[src/hw/rrd_consts.svh]
// Offsets, field positions, reset values and timing counts of the reset-domain register bank
`ifndef RRD_CONSTS_SVH
`define RRD_CONSTS_SVH

`define RRD_AW 8
`define RRD_DW 8
`define RRD_OFF_SELF_TEST 8'h00
`define RRD_OFF_TEST_LEN 8'h04
`define RRD_OFF_STATUS 8'h08
`define RRD_OFF_FAULT 8'h0c
`define RRD_BIT_CAPABLE 7
`define RRD_BIT_START 6
`define RRD_CODE_MSB 3
`define RRD_CODE_LSB 0
`define RRD_BIT_LOCKED 0
`define RRD_BIT_RUNNING 1
`define RRD_BIT_INJECT 0
`define RRD_RST_CODE 4'h0
`define RRD_RST_TEST_LEN 8'h10
`define RRD_CODE_PASS 4'h0
`define RRD_CODE_MISMATCH 4'h1
`define RRD_LFSR_SEED 8'ha5
`define RRD_SYNC_STAGES 2

`endif

[src/hw/rrd_pkg.sv]
// Types shared by the reset-domain register bank
package rrd_pkg;

  typedef struct packed {
    logic [7:0] addr;
    logic [7:0] wdata;
    logic wr;
    logic rd;
  } rrd_bus_req_t;

  typedef enum logic [1:0] {
    RRD_IDLE = 2'b00,
    RRD_RUN = 2'b01
  } rrd_state_t;

endpackage : rrd_pkg

[src/hw/rrd_reset_sync.sv]
// Reset synchroniser: asserts at once, releases on the clock
module rrd_reset_sync (
  // Clock and raw reset
  input wire logic clk,
  input wire logic raw_rst_n,
  // Synchronised reset
  output logic sync_rst_n
);

  logic [1:0] stage_q;

  // Release passes two flops so no field sees a metastable edge
  always_ff @(posedge clk or negedge raw_rst_n) begin
    if (!raw_rst_n) begin
      stage_q <= 2'b00;
    end else begin
      stage_q <= {stage_q[0], 1'b1};
    end
  end

  assign sync_rst_n = stage_q[1];

endmodule : rrd_reset_sync

[src/hw/rrd_top.sv]
// Register bank with hard and soft reset domains and a self-test register
`include "rrd_consts.svh"

////////////////////////////////////////////////////////////////////////////////
// Behaviour
// - Fields default to the soft field reset
// - Only one signal is the field reset
// - Hard reset resets the host port logic
// - Without host reset, one signal resets all
// - Only one signal is the host reset
// - Nested scope inherits the host reset
// - Selected reset loads each field's reset value
// - Reset re-arms write-once fields
// - Reset source chosen by fixed priority
// - Reset polarity and timing follow the signal
// - Signal resets only fields referencing it
// - Hard OR soft forms master; sticky survives soft
// - Bits 3:0 hold result, zero is pass
// - Software sets start; device clears on completion
// - Capable bit shows support, hard reset only
// - Unsupported device reads register as zero
// - Running test never blocks the host bus
module rrd_top
  import rrd_pkg::*;
#(
  // Whether the self test is built in
  parameter bit CAP_SUPPORTED = 1'b1
) (
  // Clock and resets
  input wire logic SYS_CLK,
  input wire logic NRST,
  input wire logic SOFT_RST_N,
  // Register port
  input wire logic [7:0] ADDR,
  input wire logic [7:0] WDATA,
  input wire logic WR,
  input wire logic RD,
  output logic [7:0] RDATA,
  // Status
  output logic SELF_TEST_BUSY
);

  ////////////////////////////////////////////////////////////////////////////////
  // Reset domains

  logic [1:0] raw_rst_n;
  logic [1:0] sync_rst_n;
  logic hrst_n;
  logic mrst_n;

  assign raw_rst_n = {NRST & SOFT_RST_N, NRST};

  genvar gi;
  generate
    for (gi = 0; gi < 2; gi++) begin : g_rst
      rrd_reset_sync u_sync (
        .clk(SYS_CLK),
        .raw_rst_n(raw_rst_n[gi]),
        .sync_rst_n(sync_rst_n[gi])
      );
    end
  endgenerate

  assign hrst_n = sync_rst_n[0];
  assign mrst_n = sync_rst_n[1];

  ////////////////////////////////////////////////////////////////////////////////
  // Bus request

  rrd_bus_req_t req;

  assign req = '{addr: ADDR, wdata: WDATA, wr: WR, rd: RD};

  function automatic logic hit(input logic [7:0] a, input logic [7:0] off);
    hit = (a == off);
  endfunction : hit

  logic wr_st;
  logic wr_len;
  logic wr_fault;

  assign wr_st = req.wr && hit(req.addr, `RRD_OFF_SELF_TEST);
  assign wr_len = req.wr && hit(req.addr, `RRD_OFF_TEST_LEN);
  assign wr_fault = req.wr && hit(req.addr, `RRD_OFF_FAULT);

  ////////////////////////////////////////////////////////////////////////////////
  // Fields

  rrd_state_t state_q;
  logic start_q;
  logic [3:0] code_q;
  logic capable_q;
  logic [7:0] len_q;
  logic locked_q;
  logic inject_q;
  logic [7:0] cnt_q;
  logic [7:0] lfsr_a_q;
  logic [7:0] lfsr_b_q;
  logic mismatch_q;
  logic launch;
  logic finish;

  assign launch = wr_st && req.wdata[`RRD_BIT_START] && capable_q && (state_q == RRD_IDLE);
  assign finish = (state_q == RRD_RUN) && (cnt_q == 8'h01);

  always_ff @(posedge SYS_CLK or negedge hrst_n) begin
    if (!hrst_n) begin
      capable_q <= 1'b0;
    end else begin
      capable_q <= CAP_SUPPORTED;
    end
  end

  always_ff @(posedge SYS_CLK or negedge mrst_n) begin
    if (!mrst_n) begin
      start_q <= 1'b0;
    end else if (finish) begin
      start_q <= 1'b0;
    end else if (launch) begin
      start_q <= 1'b1;
    end
  end

  always_ff @(posedge SYS_CLK or negedge mrst_n) begin
    if (!mrst_n) begin
      code_q <= `RRD_RST_CODE;
    end else if (finish) begin
      code_q <= (mismatch_q || (lfsr_a_q != lfsr_b_q)) ? `RRD_CODE_MISMATCH : `RRD_CODE_PASS;
    end else if (launch) begin
      code_q <= `RRD_CODE_PASS;
    end
  end

  always_ff @(posedge SYS_CLK or negedge mrst_n) begin
    if (!mrst_n) begin
      len_q <= `RRD_RST_TEST_LEN;
      locked_q <= 1'b0;
    end else if (wr_len && !locked_q) begin
      len_q <= req.wdata;
      locked_q <= 1'b1;
    end
  end

  always_ff @(posedge SYS_CLK or negedge mrst_n) begin
    if (!mrst_n) begin
      inject_q <= 1'b0;
    end else if (wr_fault) begin
      inject_q <= req.wdata[`RRD_BIT_INJECT];
    end
  end

  ////////////////////////////////////////////////////////////////////////////////
  // Self-test engine: two LFSR copies must agree for the whole run

  function automatic logic [7:0] lfsr_next(input logic [7:0] v);
    lfsr_next = {v[6:0], v[7] ^ v[5] ^ v[4] ^ v[3]};
  endfunction : lfsr_next

  always_ff @(posedge SYS_CLK or negedge mrst_n) begin
    if (!mrst_n) begin
      state_q <= RRD_IDLE;
      cnt_q <= 8'h00;
    end else begin
      unique case (state_q)
        RRD_IDLE: begin
          if (launch) begin
            state_q <= RRD_RUN;
            cnt_q <= (len_q == 8'h00) ? 8'h01 : len_q;
          end
        end
        RRD_RUN: begin
          cnt_q <= cnt_q - 8'h01;
          if (finish) begin
            state_q <= RRD_IDLE;
          end
        end
        default: begin
          state_q <= RRD_IDLE;
        end
      endcase
    end
  end

  always_ff @(posedge SYS_CLK or negedge mrst_n) begin
    if (!mrst_n) begin
      lfsr_a_q <= `RRD_LFSR_SEED;
      lfsr_b_q <= `RRD_LFSR_SEED;
      mismatch_q <= 1'b0;
    end else if (launch) begin
      lfsr_a_q <= `RRD_LFSR_SEED;
      lfsr_b_q <= `RRD_LFSR_SEED;
      mismatch_q <= 1'b0;
    end else if (state_q == RRD_RUN) begin
      lfsr_a_q <= lfsr_next(lfsr_a_q);
      lfsr_b_q <= lfsr_next(lfsr_b_q) ^ {7'h00, inject_q};
      mismatch_q <= mismatch_q | (lfsr_a_q != lfsr_b_q);
    end
  end

  ////////////////////////////////////////////////////////////////////////////////
  // Host port: reset by hard reset only, so soft reset never disturbs a read

  logic [7:0] st_val;
  logic [7:0] rd_val;

  assign st_val = CAP_SUPPORTED ? {capable_q, start_q, 2'b00, code_q} : 8'h00;

  always_comb begin
    rd_val = 8'h00;
    if (hit(req.addr, `RRD_OFF_SELF_TEST)) begin
      rd_val = st_val;
    end else if (hit(req.addr, `RRD_OFF_TEST_LEN)) begin
      rd_val = len_q;
    end else if (hit(req.addr, `RRD_OFF_STATUS)) begin
      rd_val = {6'h00, state_q == RRD_RUN, locked_q};
    end else if (hit(req.addr, `RRD_OFF_FAULT)) begin
      rd_val = {7'h00, inject_q};
    end
  end

  always_ff @(posedge SYS_CLK or negedge hrst_n) begin
    if (!hrst_n) begin
      RDATA <= 8'h00;
    end else begin
      RDATA <= req.rd ? rd_val : 8'h00;
    end
  end

  // Soft reset touches only its fields
  always_ff @(posedge SYS_CLK or negedge hrst_n) begin
    if (!hrst_n) begin
      SELF_TEST_BUSY <= 1'b0;
    end else begin
      SELF_TEST_BUSY <= (state_q == RRD_RUN) && !finish || launch;
    end
  end
endmodule : rrd_top

[config.mk]
export PLATFORM = sky130hd
export DESIGN_NAME = rrd_top
export DESIGN_NICKNAME = d
export VERILOG_FILES = /design/src/hw/rrd_pkg.sv /design/src/hw/rrd_reset_sync.sv /design/src/hw/rrd_top.sv
export VERILOG_INCLUDE_DIRS = /design/src /design/src/hw
export SDC_FILE = /design/constraint.sdc
export NUM_CORES = 1
export LEC_CHECK = 0
export ABC_AREA = 1
export BUFFER_PORTS_ARGS = -buffer_cell sky130_fd_sc_hd__buf_2
export CORE_UTILIZATION = 30
export DETAILED_ROUTE_END_ITERATION = 7
export SETUP_SLACK_MARGIN = 0.3
export SLEW_MARGIN = 5
export SYNTH_ARGS = -nofsm -noshare
export SYNTH_HDL_FRONTEND = slang
export SYNTH_HIERARCHICAL = 1
export SYNTH_SLANG_ARGS = --single-unit
[constraint.sdc]
create_clock -name SYS_CLK -period 1.58 [get_ports SYS_CLK]
set_clock_uncertainty 0.2 [all_clocks]
set_input_delay 0.316 -clock SYS_CLK [delete_from_list [all_inputs] [get_ports SYS_CLK]]
set_output_delay 0.316 -clock SYS_CLK [all_outputs]
set_load 0.05 [all_outputs]
==> results_dict.tcl, run 1 <==
set metrics [dict create \
    status "finished with violations" \
    failed_checks "negative hold slack" \
    cts.sinks 52 \
    routedWlPerCell_um 12.6 \
    rsz0062_at_grt "true" \
    via_count 2302 \
    critPathMaxStageDelay_ps 460 \
    synth-main-ff-cell "dfrtp_1" \
    r2r_setup_slack_ps 160 \
    path_max_fanout 4 \
    finalHoldViolCount 4 \
    ys_types 32 \
    synth_nets 346 \
    clk_pin_slew_ps 100 \
    met1_usage 0.183 \
    layout-drive-gt1-share 0.365 \
    r2r_end "cnt_q[4]$_DFFE_PN0P_" \
    dp_cells 460 \
    grt_use_met2 0.264 \
    regArea_um2 1320 \
    reg2reg_from "cnt_q[3]$_DFFE_PN0P_" \
    grt_max_degree 39 \
    reg2reg_depth 8 \
    antenna_found_initial 0 \
    post_drt_via_cell_ratio 4.63 \
    multi_input_area_um2 1210 \
    path_class "reg -> reg" \
    use_met3 0.0269 \
    final.setup.tns_ps 0 \
    postSynthCellCount 323 \
    ys_seq_area_frac 0.496 \
    drt_wl_total_um 6250 \
    core-area_um2 8380 \
    start_kind "register" \
    ys_warn_count 6 \
    max-clock-path-buffers 2 \
    cts_made_buffers 5 \
    p_per_area_nw_per_um2 831 \
    min_path_type "reg -> async" \
    critPathTopFamily "flip-flops" \
    dpl.hpwl_um 4120 \
    htree_levels 2 \
    cap_violations 0 \
    crit_path_frequent_cell "nand2_1" \
    cts-root-buf "clkbuf_8" \
    ant_nets 0 \
    synth_edf_count 0 \
    drt_iter0_markers 84 \
    utilization 0.419 \
    finish.instance_area_um2 3510 \
    grt-busiest-layer "met2" \
    power.leakage_nw 1.74 \
    dpl_cell_area_um2 2970 \
    slew_viol_final 0 \
    critPathBufInv 1 \
    die_w_um 95.9 \
    syn_avg_cell_area_um2 8.19 \
    final_common_cell "nand2_1" \
    synth_area_um2 2650 \
    fillCellCount 853 \
    fin_crit_sh 0.898 \
    ys_async_sr_fraction 1.00 \
    drc 0 \
    setup_violations 0 \
    cts_tree "yes" \
    critPathSlowestCell "dfrtp_2" \
    crit_chain "nor2_4 > buf_4 > nand2_4 > xnor2_2 > nand2_1 > nand2_1 > nand2_1 > nand2_1" \
    fin_cells 497 \
    drt_pass1_iterations 4 \
    die_area_um2 9200 \
    io_buffers 29 \
    ys_ff_latch 52 \
    grt_pass1_wl_um 10600 \
    die_h_um 95.9 \
    critPathCaptureType "register" \
    worstSkewPairLatency_ps 310 \
    rows 33 \
    ios 30 \
    fin_crit_ps 1420 \
    start_util 0.316 \
    grt_pass1_vias 2373 \
    place.gp.congestion 0.802 \
    fin_hold_ws_ps -1.01 \
    fmax_ghz 0.705 \
    grt_overflow 0 \
    fin_nets 414 \
    cp.required_ps 1600 \
    track_usage 0.151 \
    synthToLayoutAreaGrowth_pct 32.7 \
    vdd.ir_drop.worst_uv 366 \
    cp.arrival_ps 1440 \
    diodes 0 \
    mostFrequentLayoutCells "nand2_1 (81), inv_1 (40), dfrtp_1 (39)" \
]
per-stage QoR:
| stage | worst slack, ps | power [mW] |
|---|---|---|
| after floorplan | 180 | 1.95 |
| after global placement | 31.7 | 2.08 |
| after detailed placement | -23.6 | 2.09 |
| after CTS | 162 | 2.88 |
| after global routing | 72.1 | 3.10 |
| final | 161 | 2.92 |
area by class of cell:
cell class	instances	share of cell area
Clock inverter	2	0.00356
Clock buffer	6	0.0207
Timing Repair Buffer	65	0.159
Multi-Input combinational cell	213	0.344
Tap cell	105	0.0374
Timing Repair inverter	1	0.00143
Inverter	53	0.0581
Sequential cell	52	0.375
power breakdown:
part	total, mW	leakage [nW]	switching [mW]	internal, mW
sequential	1.60	0.587	0.118	1.48
clock	0.761	0.0412	0.450	0.311
combinational	0.557	1.11	0.321	0.236
total	2.92	1.74	0.889	2.03
worst max-delay path by stage:
stage	slack, ps	from	to	depth (start not counted)
final	160	cnt_q[3]$_DFFE_PN0P_	cnt_q[4]$_DFFE_PN0P_	8
after global routing	70	lfsr_b_q[7]$_DFFE_PN1P_	lfsr_b_q[0]$_DFFE_PN1P_	8
after CTS	160	lfsr_a_q[7]$_DFFE_PN1P_	code_q[0]$_DFFE_PN0P_	7
after detailed placement	-20	ADDR[1]	len_q[3]$_DFFE_PN0P_	7
after global placement	30	ADDR[1]	len_q[3]$_DFFE_PN0P_	7
after floorplan	180	ADDR[7]	lfsr_a_q[1]$_DFFE_PN0P_	7
per-layer routing:
| layer | vias to the layer above | wire [um] |
|---|---|---|
| met5 | - | 0 |
| met4 | 0 | 85 |
| met3 | 6 | 194 |
| met2 | 41 | 3120 |
| met1 | 1119 | 2850 |
| li1 | 1136 | - |
kinds of logic (layout without fill, tap and decap cells):
family	count (synthesis)	count (layout)	synth area share
other	3	3	0.00426
xor gates and xnor gates	7	7	0.0232
AOI/OAI and AO/OA	39	39	0.0931
buffers and inverters	59	127	0.0931
and+or+nand+nor	161	162	0.281
DFF	52	52	0.496
adders and majority gates	2	2	0.00945
cells in the mapped netlist, types with 5 or more instances:
| library cell | number | area (um2) |
|---|---|---|
| nand4_1 | 5 | 31.3 |
| dfstp_2 | 9 | 236 |
| nor3_1 | 5 | 25.0 |
| a21oi_2 | 5 | 43.8 |
| nor2_1 | 31 | 116 |
| nand3_1 | 19 | 95.1 |
| nor2_4 | 5 | 56.3 |
| o21ai_0 | 13 | 65.1 |
| inv_1 | 51 | 191 |
| o22ai_1 | 9 | 56.3 |
| dfrtp_1 | 43 | 1080 |
| a21oi_1 | 5 | 25.0 |
| nand2_1 | 89 | 334 |
| xnor2_1 | 6 | 52.6 |
repair_timing:
action | in CTS | in global routing
gates cloned | 1 | 2
resized for setup | 38 | 31
endpoints found under the setup margin | 41 | 45
setup buffers | 15 | 9
pin swaps | 19 | 15
hold endpoints to repair | 4 | 0
hold buffers | 2 | 0
registers in the layout, summed over array words and instances (netlist names):
| register | cells |
|---|---|
| locked_q | 1 |
| RDATA | 8 |
| cnt_q | 8 |
| lfsr_b_q | 8 |
| g_rst.u_sync/stage_q | 4 |
| mismatch_q | 1 |
| len_q | 8 |
| inject_q | 1 |
| state_q | 1 |
| lfsr_a_q | 8 |
| SELF_TEST_BUSY | 1 |
| code_q | 1 |
| capable_q | 1 |
| start_q | 1 |
worst reg2reg max path: stages (launching register included):
cell and delay, ps:
dfrtp_2 460, nor2_4 170, buf_4 140, nand2_4 50
xnor2_2 120, nand2_1 50, nand2_1 50, nand2_1 50
nand2_1 40
No activity file was read; power rests on OpenSTA's default activity.
==> inputs of run 2 (changes only) <==
--- a/config.mk
+++ b/config.mk
@@ -10,7 +10,7 @@
 export BUFFER_PORTS_ARGS = -buffer_cell sky130_fd_sc_hd__buf_2
 export CORE_UTILIZATION = 30
 export DETAILED_ROUTE_END_ITERATION = 7
-export SETUP_SLACK_MARGIN = 0.3
+export SETUP_SLACK_MARGIN = 0.05
 export SLEW_MARGIN = 5
 export SYNTH_ARGS = -nofsm -noshare
 export SYNTH_HDL_FRONTEND = slang
==> results_dict.tcl, run 2 (synthesized netlist as in run 1, its figures left out) <==
set metrics [dict create \
    status "finished with violations" \
    die_w_um 95.9 \
    start_util 0.316 \
    post_drt_via_cell_ratio 4.52 \
    core-area_um2 8380 \
    cap_violations 0 \
    grt_max_degree 39 \
    rsz0062_at_grt "true" \
    critPathLaunch "SELF_TEST_BUSY$_DFF_PN0_" \
    final.setup.tns_ps 0 \
    total_power_mw 2.89 \
    synthToLayoutAreaGrowth_pct 17.1 \
    path_class "reg -> out" \
    die_area_um2 9200 \
    cts-root-buf "clkbuf_8" \
    cts.sinks 52 \
    drt_iter0_markers 133 \
    critPathMaxStageDelay_ps 360 \
    fin_cells 471 \
    layout-drive-gt1-share 0.227 \
    die_h_um 95.9 \
    mostFrequentLayoutCells "nand2_1 (89), inv_1 (50), dfrtp_1 (43)" \
    fmax_ghz 0.696 \
    slew_viol_final 0 \
    fin_hold_ws_ps -5.55 \
    min_path_type "reg -> async" \
    grt_pass1_vias 2147 \
    antenna_found_initial 0 \
    final_common_cell "nand2_1" \
    crit_chain "buf_2" \
    drt_wl_total_um 5500 \
    grt_pass1_wl_um 9780 \
    detailedPlace.worstSlack_ps -7.41 \
    vdd.ir_drop.worst_uv 492 \
    io_buffers 29 \
    via_count 2129 \
    worstSkewPairLatency_ps 300 \
    critPathTopFamily "flip-flops" \
    critPathCaptureType "output port" \
    critPathBufInv 1 \
    place.gp.congestion 0.816 \
    cts_tree "yes" \
    fillCellCount 870 \
    htree_levels 2 \
    ant_nets 0 \
    path_max_fanout 1 \
    rows 33 \
    cts_made_buffers 5 \
    fin_nets 388 \
    failed_checks "negative hold slack" \
    reg2reg_from "lfsr_b_q[5]$_DFFE_PN1P_" \
    p_per_area_nw_per_um2 931 \
    diodes 0 \
    drc 0 \
    ios 30 \
    grt_overflow 0 \
    track_usage 0.138 \
    drt_pass1_iterations 4 \
    setup_violations 0 \
    finish.instance_area_um2 3100 \
    finalHoldViolCount 10 \
    dpl.hpwl_um 3960 \
    start_kind "register" \
    power.leakage_nw 1.57 \
    reg2reg_depth 8 \
    cp.required_ps 1060 \
    dp_cells 461 \
    routedWlPerCell_um 11.7 \
    critPathSlowestCell "dfrtp_1" \
    worst-path-stages 1 \
    dpl_cell_area_um2 2960 \
    layout_setup_ws_ps 144 \
    max-clock-path-buffers 2 \
    cp.arrival_ps 920 \
    post_cts_buffers 0 \
    clk_pin_slew_ps 90 \
    fin_crit_ps 1440 \
    fin_crit_sh 0.909 \
]
run 2: cell types whose count changed in the layout (fill, tap and decap cells not counted), sizes merged:
cell      before  now
inv           52   53
buf           62   39
clkinvlp       1    0
clkinv         3    0
nand3         22   21
clkbuf         7    8
run 2: stage by stage:
| stage | hold WS (ps) | utilization |
|---|---|---|
| floorplan | -180 | - |
| global placement | -91.4 | 0.353 |
| detailed placement | -88.8 | 0.353 |
| CTS | 10.1 | 0.367 |
| global route | 38.9 | 0.370 |
| finish | -5.55 | 0.370 |
run 2: area by class of cell:
class / instances / area [um2] / area share
multi-input cells: 212 / 1110 / 0.359
flip-flops and latches: 52 / 1310 / 0.423
well taps: 105 / 131 / 0.0424
inverters: 53 / 199 / 0.0642
repair buffers: 41 / 253 / 0.0816
clock buffers: 8 / 90.1 / 0.0291
run 2: report_power, final:
part | leakage [nW] | internal (mW) | switching [mW]
clock | 0.0455 | 0.359 | 0.429
combinational | 0.934 | 0.204 | 0.304
sequential | 0.590 | 1.48 | 0.106
total | 1.57 | 2.05 | 0.840
run 2: what timing repair did:
action | 4_1_cts | 5_1_grt
hold buffers | 2 | 0
gates resized for setup | 0 | 8
endpoints found under the hold margin | 4 | 0
setup endpoints to repair | 0 | 9
run 2: worst paths after layout:
| kind | end | slack, ps |
|---|---|---|
| worst max-delay path | SELF_TEST_BUSY | 140 |
| worst min-delay path | RDATA[6]$_DFF_PN0_ | -6 |
| worst max register to register | lfsr_b_q[0]$_DFFE_PN1P_ | 170 |
| worst min register to register | RDATA[6]$_DFF_PN0_ | -6 |
| max in group asynchronous | len_q[4]$_DFFE_PN1P_ | 720 |
| min in group SYS_CLK | len_q[5]$_DFFE_PN0P_ | 50 |
run 2: metal layers:
layer | track usage | part of all wire
met4 | 0.0448 | 0.0044
met5 | 0 | 0
met3 | 0.0269 | 0.040
met2 | 0.230 | 0.49
met1 | 0.180 | 0.47
